**src/logic/pxcsr_pkg.sv**
```systemverilog
// Constants for the proximity sensor configuration and status register bank.
// Assumes an 8-bit register address space reached through a byte register port.
package pxcsr_pkg;
  // Register addresses
  localparam logic [7:0] ADDR_PULSE_CFG  = 8'h8e;
  localparam logic [7:0] ADDR_RECV_CFG   = 8'h8f;
  localparam logic [7:0] ADDR_REVISION   = 8'h91;
  localparam logic [7:0] ADDR_PART_ID    = 8'h92;
  localparam logic [7:0] ADDR_INT_STATUS = 8'h93;
  localparam logic [7:0] ADDR_AUX_CFG    = 8'hab;

  // Reset values
  localparam logic [7:0] RST_PULSE_CFG   = 8'h4f;
  localparam logic [7:0] RST_RECV_CFG    = 8'h80;
  localparam logic [7:0] RST_AUX_CFG     = 8'h0c;
  localparam logic [7:0] RST_INT_STATUS  = 8'h00;

  // Writable bit masks; other bits are read-only zero
  localparam logic [7:0] WMASK_RECV_CFG  = 8'hff;
  localparam logic [7:0] WMASK_AUX_CFG   = 8'h9f;

  // Status bit positions
  localparam int BIT_SAT       = 6;
  localparam int BIT_PROX_INT  = 5;
  localparam int BIT_CAL_INT   = 3;
  localparam int BIT_ZERO_INT  = 2;
  localparam int BIT_SAT_REFL  = 1;
  localparam int BIT_SAT_AMB   = 0;
  localparam logic [7:0] STATUS_IMPL_MASK = 8'h6f;
  localparam logic [7:0] SAT_CAUSE_MASK   = 8'h03;

  // Aux configuration fields
  localparam int BIT_CLR_ON_READ = 7;
  localparam int BIT_SAI         = 4;

  // Field positions
  localparam int LEN_HI   = 7;
  localparam int LEN_LO   = 6;
  localparam int CNT_HI   = 5;
  localparam int GAIN_HI  = 7;
  localparam int GAIN_LO  = 6;
  localparam int DRV_HI   = 4;

  // Analogue scaling
  localparam logic [5:0] PULSE_BASE_US = 6'h04;
  localparam logic [7:0] DRIVE_STEP_MA = 8'h06;
  localparam logic [3:0] GAIN_UNITY    = 4'h1;
endpackage

```
**src/logic/pxcsr_flag_if.sv**
```systemverilog
// Carrier between the register bank and its status flag store.
// Assumes one clock domain; all signals are sampled on the bank clock.
interface pxcsr_flag_if;
  logic [7:0] set_mask;
  logic [7:0] clr_mask;
  logic [7:0] flags;
  modport bank  (output set_mask, output clr_mask, input flags);
  modport store (input set_mask, input clr_mask, output flags);
endinterface

```
**src/logic/pxcsr_flags.sv**
```systemverilog
// Sticky interrupt status flags with per-bit set and clear.
// Assumes set and clear masks are built by the register bank.
module pxcsr_flags
  import pxcsr_pkg::*;
(
  // Clock and reset
  input wire logic  sys_clk,
  input wire logic  rst,
  // Flag controls
  pxcsr_flag_if.store fl
);
  logic [7:0] flags_r;
  logic [7:0] flags_nxt;

  genvar i;
  generate
    for (i = 0; i < 8; i++) begin : g_bit
      // Set beats clear so a coincident event survives
      assign flags_nxt[i] = STATUS_IMPL_MASK[i] &
                            (fl.set_mask[i] | (flags_r[i] & ~fl.clr_mask[i]));
    end
  endgenerate

  always_ff @(posedge sys_clk) begin
    if (rst) begin
      flags_r <= RST_INT_STATUS;
    end else begin
      flags_r <= flags_nxt;
    end
  end

  assign fl.flags = flags_r;
endmodule

```
**src/logic/pxcsr_top.sv**
```systemverilog
// Proximity sensor configuration and interrupt status register bank.
// Assumes a serial slave outside decodes bus cycles into byte read and
// write strobes, and the measurement engine supplies one-cycle events.
module pxcsr_top
  import pxcsr_pkg::*;
#(
  parameter logic [2:0] REVISION = 3'h1, // Arbitrary value
  parameter logic [5:0] PART_ID  = 6'h2a // Arbitrary value
) (
  // Clock and reset
  input  wire logic       sys_clk,
  input  wire logic       rst,
  // Register port
  input  wire logic [7:0] reg_addr,
  input  wire logic       reg_wr,
  input  wire logic [7:0] reg_wdata,
  input  wire logic       reg_rd,
  output logic      [7:0] reg_rdata,
  // Measurement events
  input  wire logic       ev_sat_reflective,
  input  wire logic       ev_sat_ambient,
  input  wire logic       ev_prox_int,
  input  wire logic       ev_calib,
  input  wire logic       ev_zero,
  input  wire logic       prox_int_en,
  // Emitter and receiver settings
  output logic      [5:0] pulse_len_us,
  output logic      [6:0] pulse_count,
  output logic      [3:0] rx_gain,
  output logic      [7:0] led_drive_ma,
  output logic            sai_en,
  // Interrupt pin, open drain
  output logic            int_o,
  output logic            int_oe
);
  function automatic logic hit(input logic [7:0] a, input logic [7:0] b);
    return a == b;
  endfunction

  pxcsr_flag_if fl ();

  logic [7:0] pulse_cfg_r;
  logic [7:0] recv_cfg_r;
  logic [7:0] aux_cfg_r;
  logic [7:0] rdata_r;
  logic [5:0] len_r;
  logic [6:0] cnt_r;
  logic [3:0] gain_r;
  logic [7:0] drv_r;
  logic       sai_r;
  logic       int_oe_r;

  wire logic       wr_pulse   = reg_wr && hit(reg_addr, ADDR_PULSE_CFG);
  wire logic       wr_recv    = reg_wr && hit(reg_addr, ADDR_RECV_CFG);
  wire logic       wr_aux     = reg_wr && hit(reg_addr, ADDR_AUX_CFG);
  wire logic       wr_status  = reg_wr && hit(reg_addr, ADDR_INT_STATUS);
  wire logic       rd_status  = reg_rd && hit(reg_addr, ADDR_INT_STATUS);
  wire logic       clr_on_rd  = aux_cfg_r[BIT_CLR_ON_READ];
  // Writing one to the general saturation bit also clears both causes
  wire logic [7:0] sat_clr    = reg_wdata[BIT_SAT] ? SAT_CAUSE_MASK : 8'h00;
  wire logic [7:0] wr_clr     = wr_status ? ((reg_wdata | sat_clr) & STATUS_IMPL_MASK)
                                          : 8'h00;
  wire logic [7:0] rd_clr     = (rd_status && clr_on_rd) ? STATUS_IMPL_MASK
                                                         : 8'h00;
  wire logic [7:0] aux_nxt    = (reg_wdata & WMASK_AUX_CFG) | (aux_cfg_r & ~WMASK_AUX_CFG);

  assign fl.clr_mask = wr_clr | rd_clr;
  assign fl.set_mask = {1'b0,
                        ev_sat_reflective | ev_sat_ambient,
                        ev_prox_int,
                        1'b0,
                        ev_calib,
                        ev_zero,
                        ev_sat_reflective,
                        ev_sat_ambient};

  // Read mux; unmapped and reserved bits return zero
  logic [7:0] rd_mux;
  always_comb begin
    rd_mux = 8'h00;
    unique case (1'b1)
      hit(reg_addr, ADDR_PULSE_CFG):  rd_mux = pulse_cfg_r;
      hit(reg_addr, ADDR_RECV_CFG):   rd_mux = recv_cfg_r;
      hit(reg_addr, ADDR_REVISION):   rd_mux = {5'h00, REVISION};
      hit(reg_addr, ADDR_PART_ID):    rd_mux = {PART_ID, 2'h0};
      hit(reg_addr, ADDR_INT_STATUS): rd_mux = fl.flags;
      hit(reg_addr, ADDR_AUX_CFG):    rd_mux = aux_cfg_r;
      default:                        rd_mux = 8'h00;
    endcase
  end

  wire logic [5:0] len_nxt  = PULSE_BASE_US << pulse_cfg_r[LEN_HI:LEN_LO];
  wire logic [6:0] cnt_nxt  = {1'b0, pulse_cfg_r[CNT_HI:0]} + 7'h01;
  wire logic [3:0] gain_nxt = GAIN_UNITY << recv_cfg_r[GAIN_HI:GAIN_LO];
  wire logic [7:0] drv_nxt  = 8'((16'({3'h0, recv_cfg_r[DRV_HI:0]}) + 16'h0001)
                                 * 16'(DRIVE_STEP_MA));

  always_ff @(posedge sys_clk) begin
    if (rst) begin
      pulse_cfg_r <= RST_PULSE_CFG;
      recv_cfg_r  <= RST_RECV_CFG;
      aux_cfg_r   <= RST_AUX_CFG;
    end else begin
      if (wr_pulse) pulse_cfg_r <= reg_wdata;
      if (wr_recv)  recv_cfg_r  <= reg_wdata & WMASK_RECV_CFG;
      if (wr_aux)   aux_cfg_r   <= aux_nxt;
    end
  end

  always_ff @(posedge sys_clk) begin
    if (rst) begin
      rdata_r  <= 8'h00;
      len_r    <= 6'h00;
      cnt_r    <= 7'h00;
      gain_r   <= 4'h0;
      drv_r    <= 8'h00;
      sai_r    <= 1'b0;
      int_oe_r <= 1'b0;
    end else begin
      rdata_r  <= reg_rd ? rd_mux : rdata_r;
      len_r    <= len_nxt;
      cnt_r    <= cnt_nxt;
      gain_r   <= gain_nxt;
      drv_r    <= drv_nxt;
      sai_r    <= aux_cfg_r[BIT_SAI];
      int_oe_r <= fl.flags[BIT_PROX_INT] & prox_int_en;
    end
  end

  pxcsr_flags u_flags (
    .sys_clk (sys_clk),
    .rst     (rst),
    .fl      (fl.store)
  );

  assign reg_rdata    = rdata_r;
  assign pulse_len_us = len_r;
  assign pulse_count  = cnt_r;
  assign rx_gain      = gain_r;
  assign led_drive_ma = drv_r;
  assign sai_en       = sai_r;
  assign int_o        = 1'b0;
  assign int_oe       = int_oe_r;
endmodule

```
**config.mk**
```make
export PLATFORM = sky130hd
export DESIGN_NAME = pxcsr_top
export DESIGN_NICKNAME = d
export VERILOG_FILES = /design/src/logic/pxcsr_pkg.sv /design/src/logic/pxcsr_flag_if.sv /design/src/logic/pxcsr_flags.sv /design/src/logic/pxcsr_top.sv
export SDC_FILE = /design/constraint.sdc
export NUM_CORES = 1
export LEC_CHECK = 0
export ABC_AREA = 1
export BUFFER_PORTS_ARGS = -buffer_cell sky130_fd_sc_hd__buf_2
export CAP_MARGIN = 20
export CORE_MARGIN = 2
export CORE_UTILIZATION = 45
export DETAILED_ROUTE_END_ITERATION = 12
export PLACE_DENSITY = 0.71
export SLEW_MARGIN = 15
export SYNTH_ARGS = -nofsm -noshare
export SYNTH_HDL_FRONTEND = slang
export SYNTH_SLANG_ARGS = --single-unit
export TNS_END_PERCENT = 10
```
**constraint.sdc**
```tcl
create_clock -name sys_clk -period 1.72 [get_ports sys_clk]
set_input_delay 0.172 -clock sys_clk [delete_from_list [all_inputs] [get_ports sys_clk]]
set_output_delay 0.172 -clock sys_clk [all_outputs]
set_load 0.005 [all_outputs]
```
# Word level (Yosys, flattened, before mapping)
# Cells that the tools add are included.
# totals
regBits,67
input_bits,26
output_inout_bits,36
wordCells,57
# op_classes
addsub,2
mul,1
n_eq_ne,6
n_shift,2
mux,4
bitwise_logic,23
n_reduce_logical,6
# ops
op,count
$eq A8 B8 Y1 const B,6
$pmux W8 S6,1
$mux W7,2
$or A8 B7 Y8,1
$add A6 B1 Y7 const B,1
$and A1 B1 Y1,7
$mul A6 B2 Y7 const B,1
$or A1 B1 Y1,7
$or A7 B2 Y7,1
$or A7 B7 Y7,1
$add A5 B1 Y6 const B,1
$logic_and A1 B1 Y1,6
$not A1 Y1,6
$shl A3 B2 Y6 const A,1
$shl A1 B2 Y4 const A,1
$mux W2,1

# Logic depth before layout (Yosys ltp)
# depth
depth_word,8
depth_mapped,11
ltp_nobuf,11

# Hierarchy
# From an unflattened synthesis, not the netlist that was laid out.
# unflattened
cells_unflattened,369
hier_area_um2,2761.4
# by_module_without_submodules
mod,instances,cells_per_inst,area_each_um2,seq_area_each_um2
pxcsr_top,1,336,2524.9,1081.0
pxcsr_flags,1,33,236.5,120.1

# Least setup slack after synthesis
# No wires, ideal clock.
# synth_path
kind,reg-to-reg
start,register recv_cfg_r[0]
end,register drv_r[6] (netlist: led_drive_ma[6])
setup_time_ns,0.070
arrival_ns,1.664
required_ns,1.650
slack_ns,-0.014
path_stages_with_launch,10
n_path_buf,0
path_cell_list,dfxtp_1 ha_1 xor2_1 inv_1 fa_1 nor2_1 o21ai_0 nand2_1 o21ai_0 a21oi_1
# synth_between
elab_chain_len,2
# synth_lines
element,line,rtl
"start, declared",pxcsr_top.sv:43,logic [7:0] recv_cfg_r;
"start signal, assigned",pxcsr_top.sv:105,if (wr_recv) recv_cfg_r <= reg_wdata & WMASK_RECV_CFG;
$add A5 B1 Y6,pxcsr_top.sv:95,"wire logic [7:0] drv_nxt = 8'((16'({3'h0, recv_cfg_r[DRV_HI:0]}) + 16'h0001)"
$mul A6 B2 Y7,pxcsr_top.sv:96,* 16'(DRIVE_STEP_MA));
"end signal, assigned",pxcsr_top.sv:124,drv_r <= drv_nxt;
"end, declared",pxcsr_top.sv:49,logic [7:0] drv_r;
# Every way passes these cells.
# A chain may end at the register's enable or synchronous reset.

# Final worst setup path
# layout_path
start,register recv_cfg_r[0]
end,register drv_r[7] (netlist: led_drive_ma[7])
# The elaborated chain is that of the path after synthesis.

==> flow_summary.toml <==
[yosys]
synth_top_area_share_pct = 45.1
synthCells = 340
synth_compound_area_share_pct = 15.6
synth_seq_cells = 60
synth-async-reset-ratio_pct = 0
synth-edff-count = 0
syn_area_per_cell_um2 = 7.84
synth_warnings = 0
synth_cell_types = 32
synth.area.mux_share_pct = 0
synth_area_um2 = 2670
synth.largest_area_cell = "dfxtp_1"
synth_xor_area_share_pct = 0.986
synthSimpleGateAreaFrac_pct = 26.1
ys_seq_area_share_pct = 45.1
synth_adder_area_share_pct = 4.04
yosys-top-cells-area = "dfxtp_1, nand2_1, nand3_1"
synth_top_family_by_area = "simple AND/OR/NAND/NOR gates"
ys.flop_type = "dfxtp_1"

[finish]
final_nets = 450
area_delta_synth_final_pct = 30.0
mostFrequentLayoutCell = "buf_2"
drive_gt1_share_pct = 31.1
instances_no_fill = 496
final_cell_mix = "buf_2, dfxtp_1, nand2_1"
diodes = 0

[routing]
drc = 0
dr.first_iter.drc_count = 156
post_drt_wl_per_cell_um = 13.2
via_per_inst = 5.10
final_antenna_net_count = 0
postRouteWirelength_mm = 6.53
drt_pass1_iterations = 5
dr_total_vias = 2529

[critical_path]
critPathKind = "flip-flop to flip-flop"
end_kind = "flip-flop"
worstPathCellList = "ha_4 > xor2_2 > buf_4 > ha_1 > nand2_2 > nor2_2 > nand2_1 > o211ai_1 > o21ai_1 > a21oi_1"
critPathMaxStageDelay_ns = 0.37
cp.required_ns = 2.00
start_kind = "flip-flop"
crit_fanout = 5
r2r_start = "recv_cfg_r[0]"
startpoint = "recv_cfg_r[0]"
crit_slowest_cell = "dfxtp_4"
worstPathArrival_ns = 2.03

[timing]
fin_ws_ns = -0.0327
tightest_slew_ns = 0.650
rsz0062_at_grt = "true"
max_freq_mhz = 571
period_share_pct = 102
setup_viol = 1
hold_violations = 0
max_slew_margin_pct = 56.6
report.final.slew_viol_count = 0
whs_ns = 0.0416
post-route-min-period_ns = 1.75
skew_ns = 0.00671

[floorplanning]
io_pins = 62
fp.dieH_um = 81.0
dieArea_um2 = 6550
coreArea_um2 = 5820
row_count = 28
die_w_um = 81.0
start_util_pct = 45.8

[cts]
numClockSinks = 60
clockBufferDepth = 2
htree_num_levels = 3
worst_skew_pair.late_latency_ns = 0.34
cts_tree = "yes"
cts.clk_slew.worst_paths_ns = 0.07
cts_buffers = 9
root_buffer = "clkbuf_8"
cts_hold_buf = 0

[global_route]
grt_overflow = 0
grt_max_degree = 38
antenna_found_initial = 0
grt_pass1_wl_mm = 10.1
grt_pass1_vias = 2161
grt_usage_pct = 20.6

[job]
max_cap_viol_count = 0

[status]
violations = "setup timing"
status = "finished with violations"

[worst_hold_path]
hold_path.class = "input pin to flip-flop"
min-delay-start = "ev_prox_int"

[power]
p_leak_uw = 0.00161
p_clk_share_pct = 46.6
p_per_area_nw_per_um2 = 852
p_int_uw = 2290
combPwrFrac_pct = 5.5
power.share.switching_pct = 22.5
p_sw_uw = 664
irDropWorstVdd_mv = 0.388
power_frac_seq_pct = 48.0

[placement]
dp.cells = 478
gp_congestion = 0.913
numPortBuffers = 57
dp_hpwl_mm = 4.65
[Yosys cell counts (2+ instances only)]
cell	count
nor3_1	10
inv_1	34
a31oi_1	3
nor2_2	2
nor2_1	36
dfxtp_1	60
o211ai_1	3
inv_2	3
nor2_4	6
nand2_1	48
buf_4	5
o21ai_0	32
nand2_2	3
xor2_1	3
ha_1	7
nand2_4	2
a211oi_2	4
o21bai_1	2
a21oi_1	29
clkbuf_1	4
nand3_1	33
[area by class of cell]
cell class / instances / area, um2
inverter: 38 / 143
multi-input combinational: 233 / 1380
fill: 527 / 2350
clock buffer: 13 / 179
sequential: 60 / 1210
tap: 75 / 93.8
timing repair buffer: 74 / 413
clock inverter: 3 / 42.5
[per-stage QoR]
step	setup TNS (ns)	instance area, um2	utilization (%)	total power (uW)	worst slack [ns]
finish	-0.0327	3470	59.6	2950	-0.0327
global route	-0.366	3470	59.6	3030	-0.145
CTS	-0.0728	3430	58.9	2960	-0.0378
detailed placement	-0.392	3100	53.4	1610	-0.150
global placement	-0.146	3100	53.4	1610	-0.0863
floorplan	0	2680	-	1540	0.0148
[layer usage]
| metal | share of wire, % | up-vias | track usage, % |
|---|---|---|---|
| met1 | 42 | 1168 | 26.9 |
| met4 | 1.8 | 0 | 11.2 |
| met3 | 7.6 | 10 | 3.44 |
| met5 | 0 | - | 0 |
| met2 | 48 | 87 | 32.6 |
| li1 | - | 1264 | - |
[sequential cells by signal, summed over array words and instances (netlist names)]
signal / flops
reg_rdata: 8
int_oe: 1
pulse_cfg_r: 8
recv_cfg_r: 8
aux_cfg_r: 6
sai_en: 1
u_flags.fl.flags: 6
pulse_len_us: 4
rx_gain: 4
led_drive_ma: 7
pulse_count: 7
[critical path, delay by kind of cell (launching register included)]
| family | cells | cell delay, ns |
|---|---|---|
| fa+ha+maj | 2 | 0.47 |
| flops | 1 | 0.37 |
| compound gates | 3 | 0.35 |
| simple gates | 3 | 0.20 |
| xor+xnor | 1 | 0.15 |
| buf+inv | 1 | 0.15 |
[power groups by stage]
stage | registers (uW) | logic (uW) | clock network, uW
final | 1420 | 162 | 1370
after CTS | 1420 | 161 | 1380
after global placement | 1450 | 159 | 0
after floorplan | 1450 | 91.3 | 0
after global routing | 1420 | 180 | 1430
after detailed placement | 1450 | 160 | 0
[timing repair]
action,CTS,global route
endpoints found under the hold margin,0,0
buffers inserted,2,0
endpoints found under the setup margin,4,4
resized for setup,15,12
pin swaps,6,6
[cells by family (layout without fill, tap and decap cells)]
family	count (synthesis)	in the layout
adder cells (fa/ha/maj)	8	8
AO/OA/AOI/OAI	74	74
buffers and inverters	50	128
other	1	4
flip-flops	60	60
XOR/XNOR	3	3
AND/OR/NAND/NOR	144	144
[final timing paths]
kind                              end  slack [ns]  cells past startpoint
setup / recovery      led_drive_ma[7]       -0.03                     10
hold / removal    u_flags.fl.flags[5]        0.04                      3
setup reg to reg      led_drive_ma[7]       -0.03                     10
hold reg to reg            rx_gain[0]        0.45                      1
No activity file was read; power rests on OpenSTA's default activity.
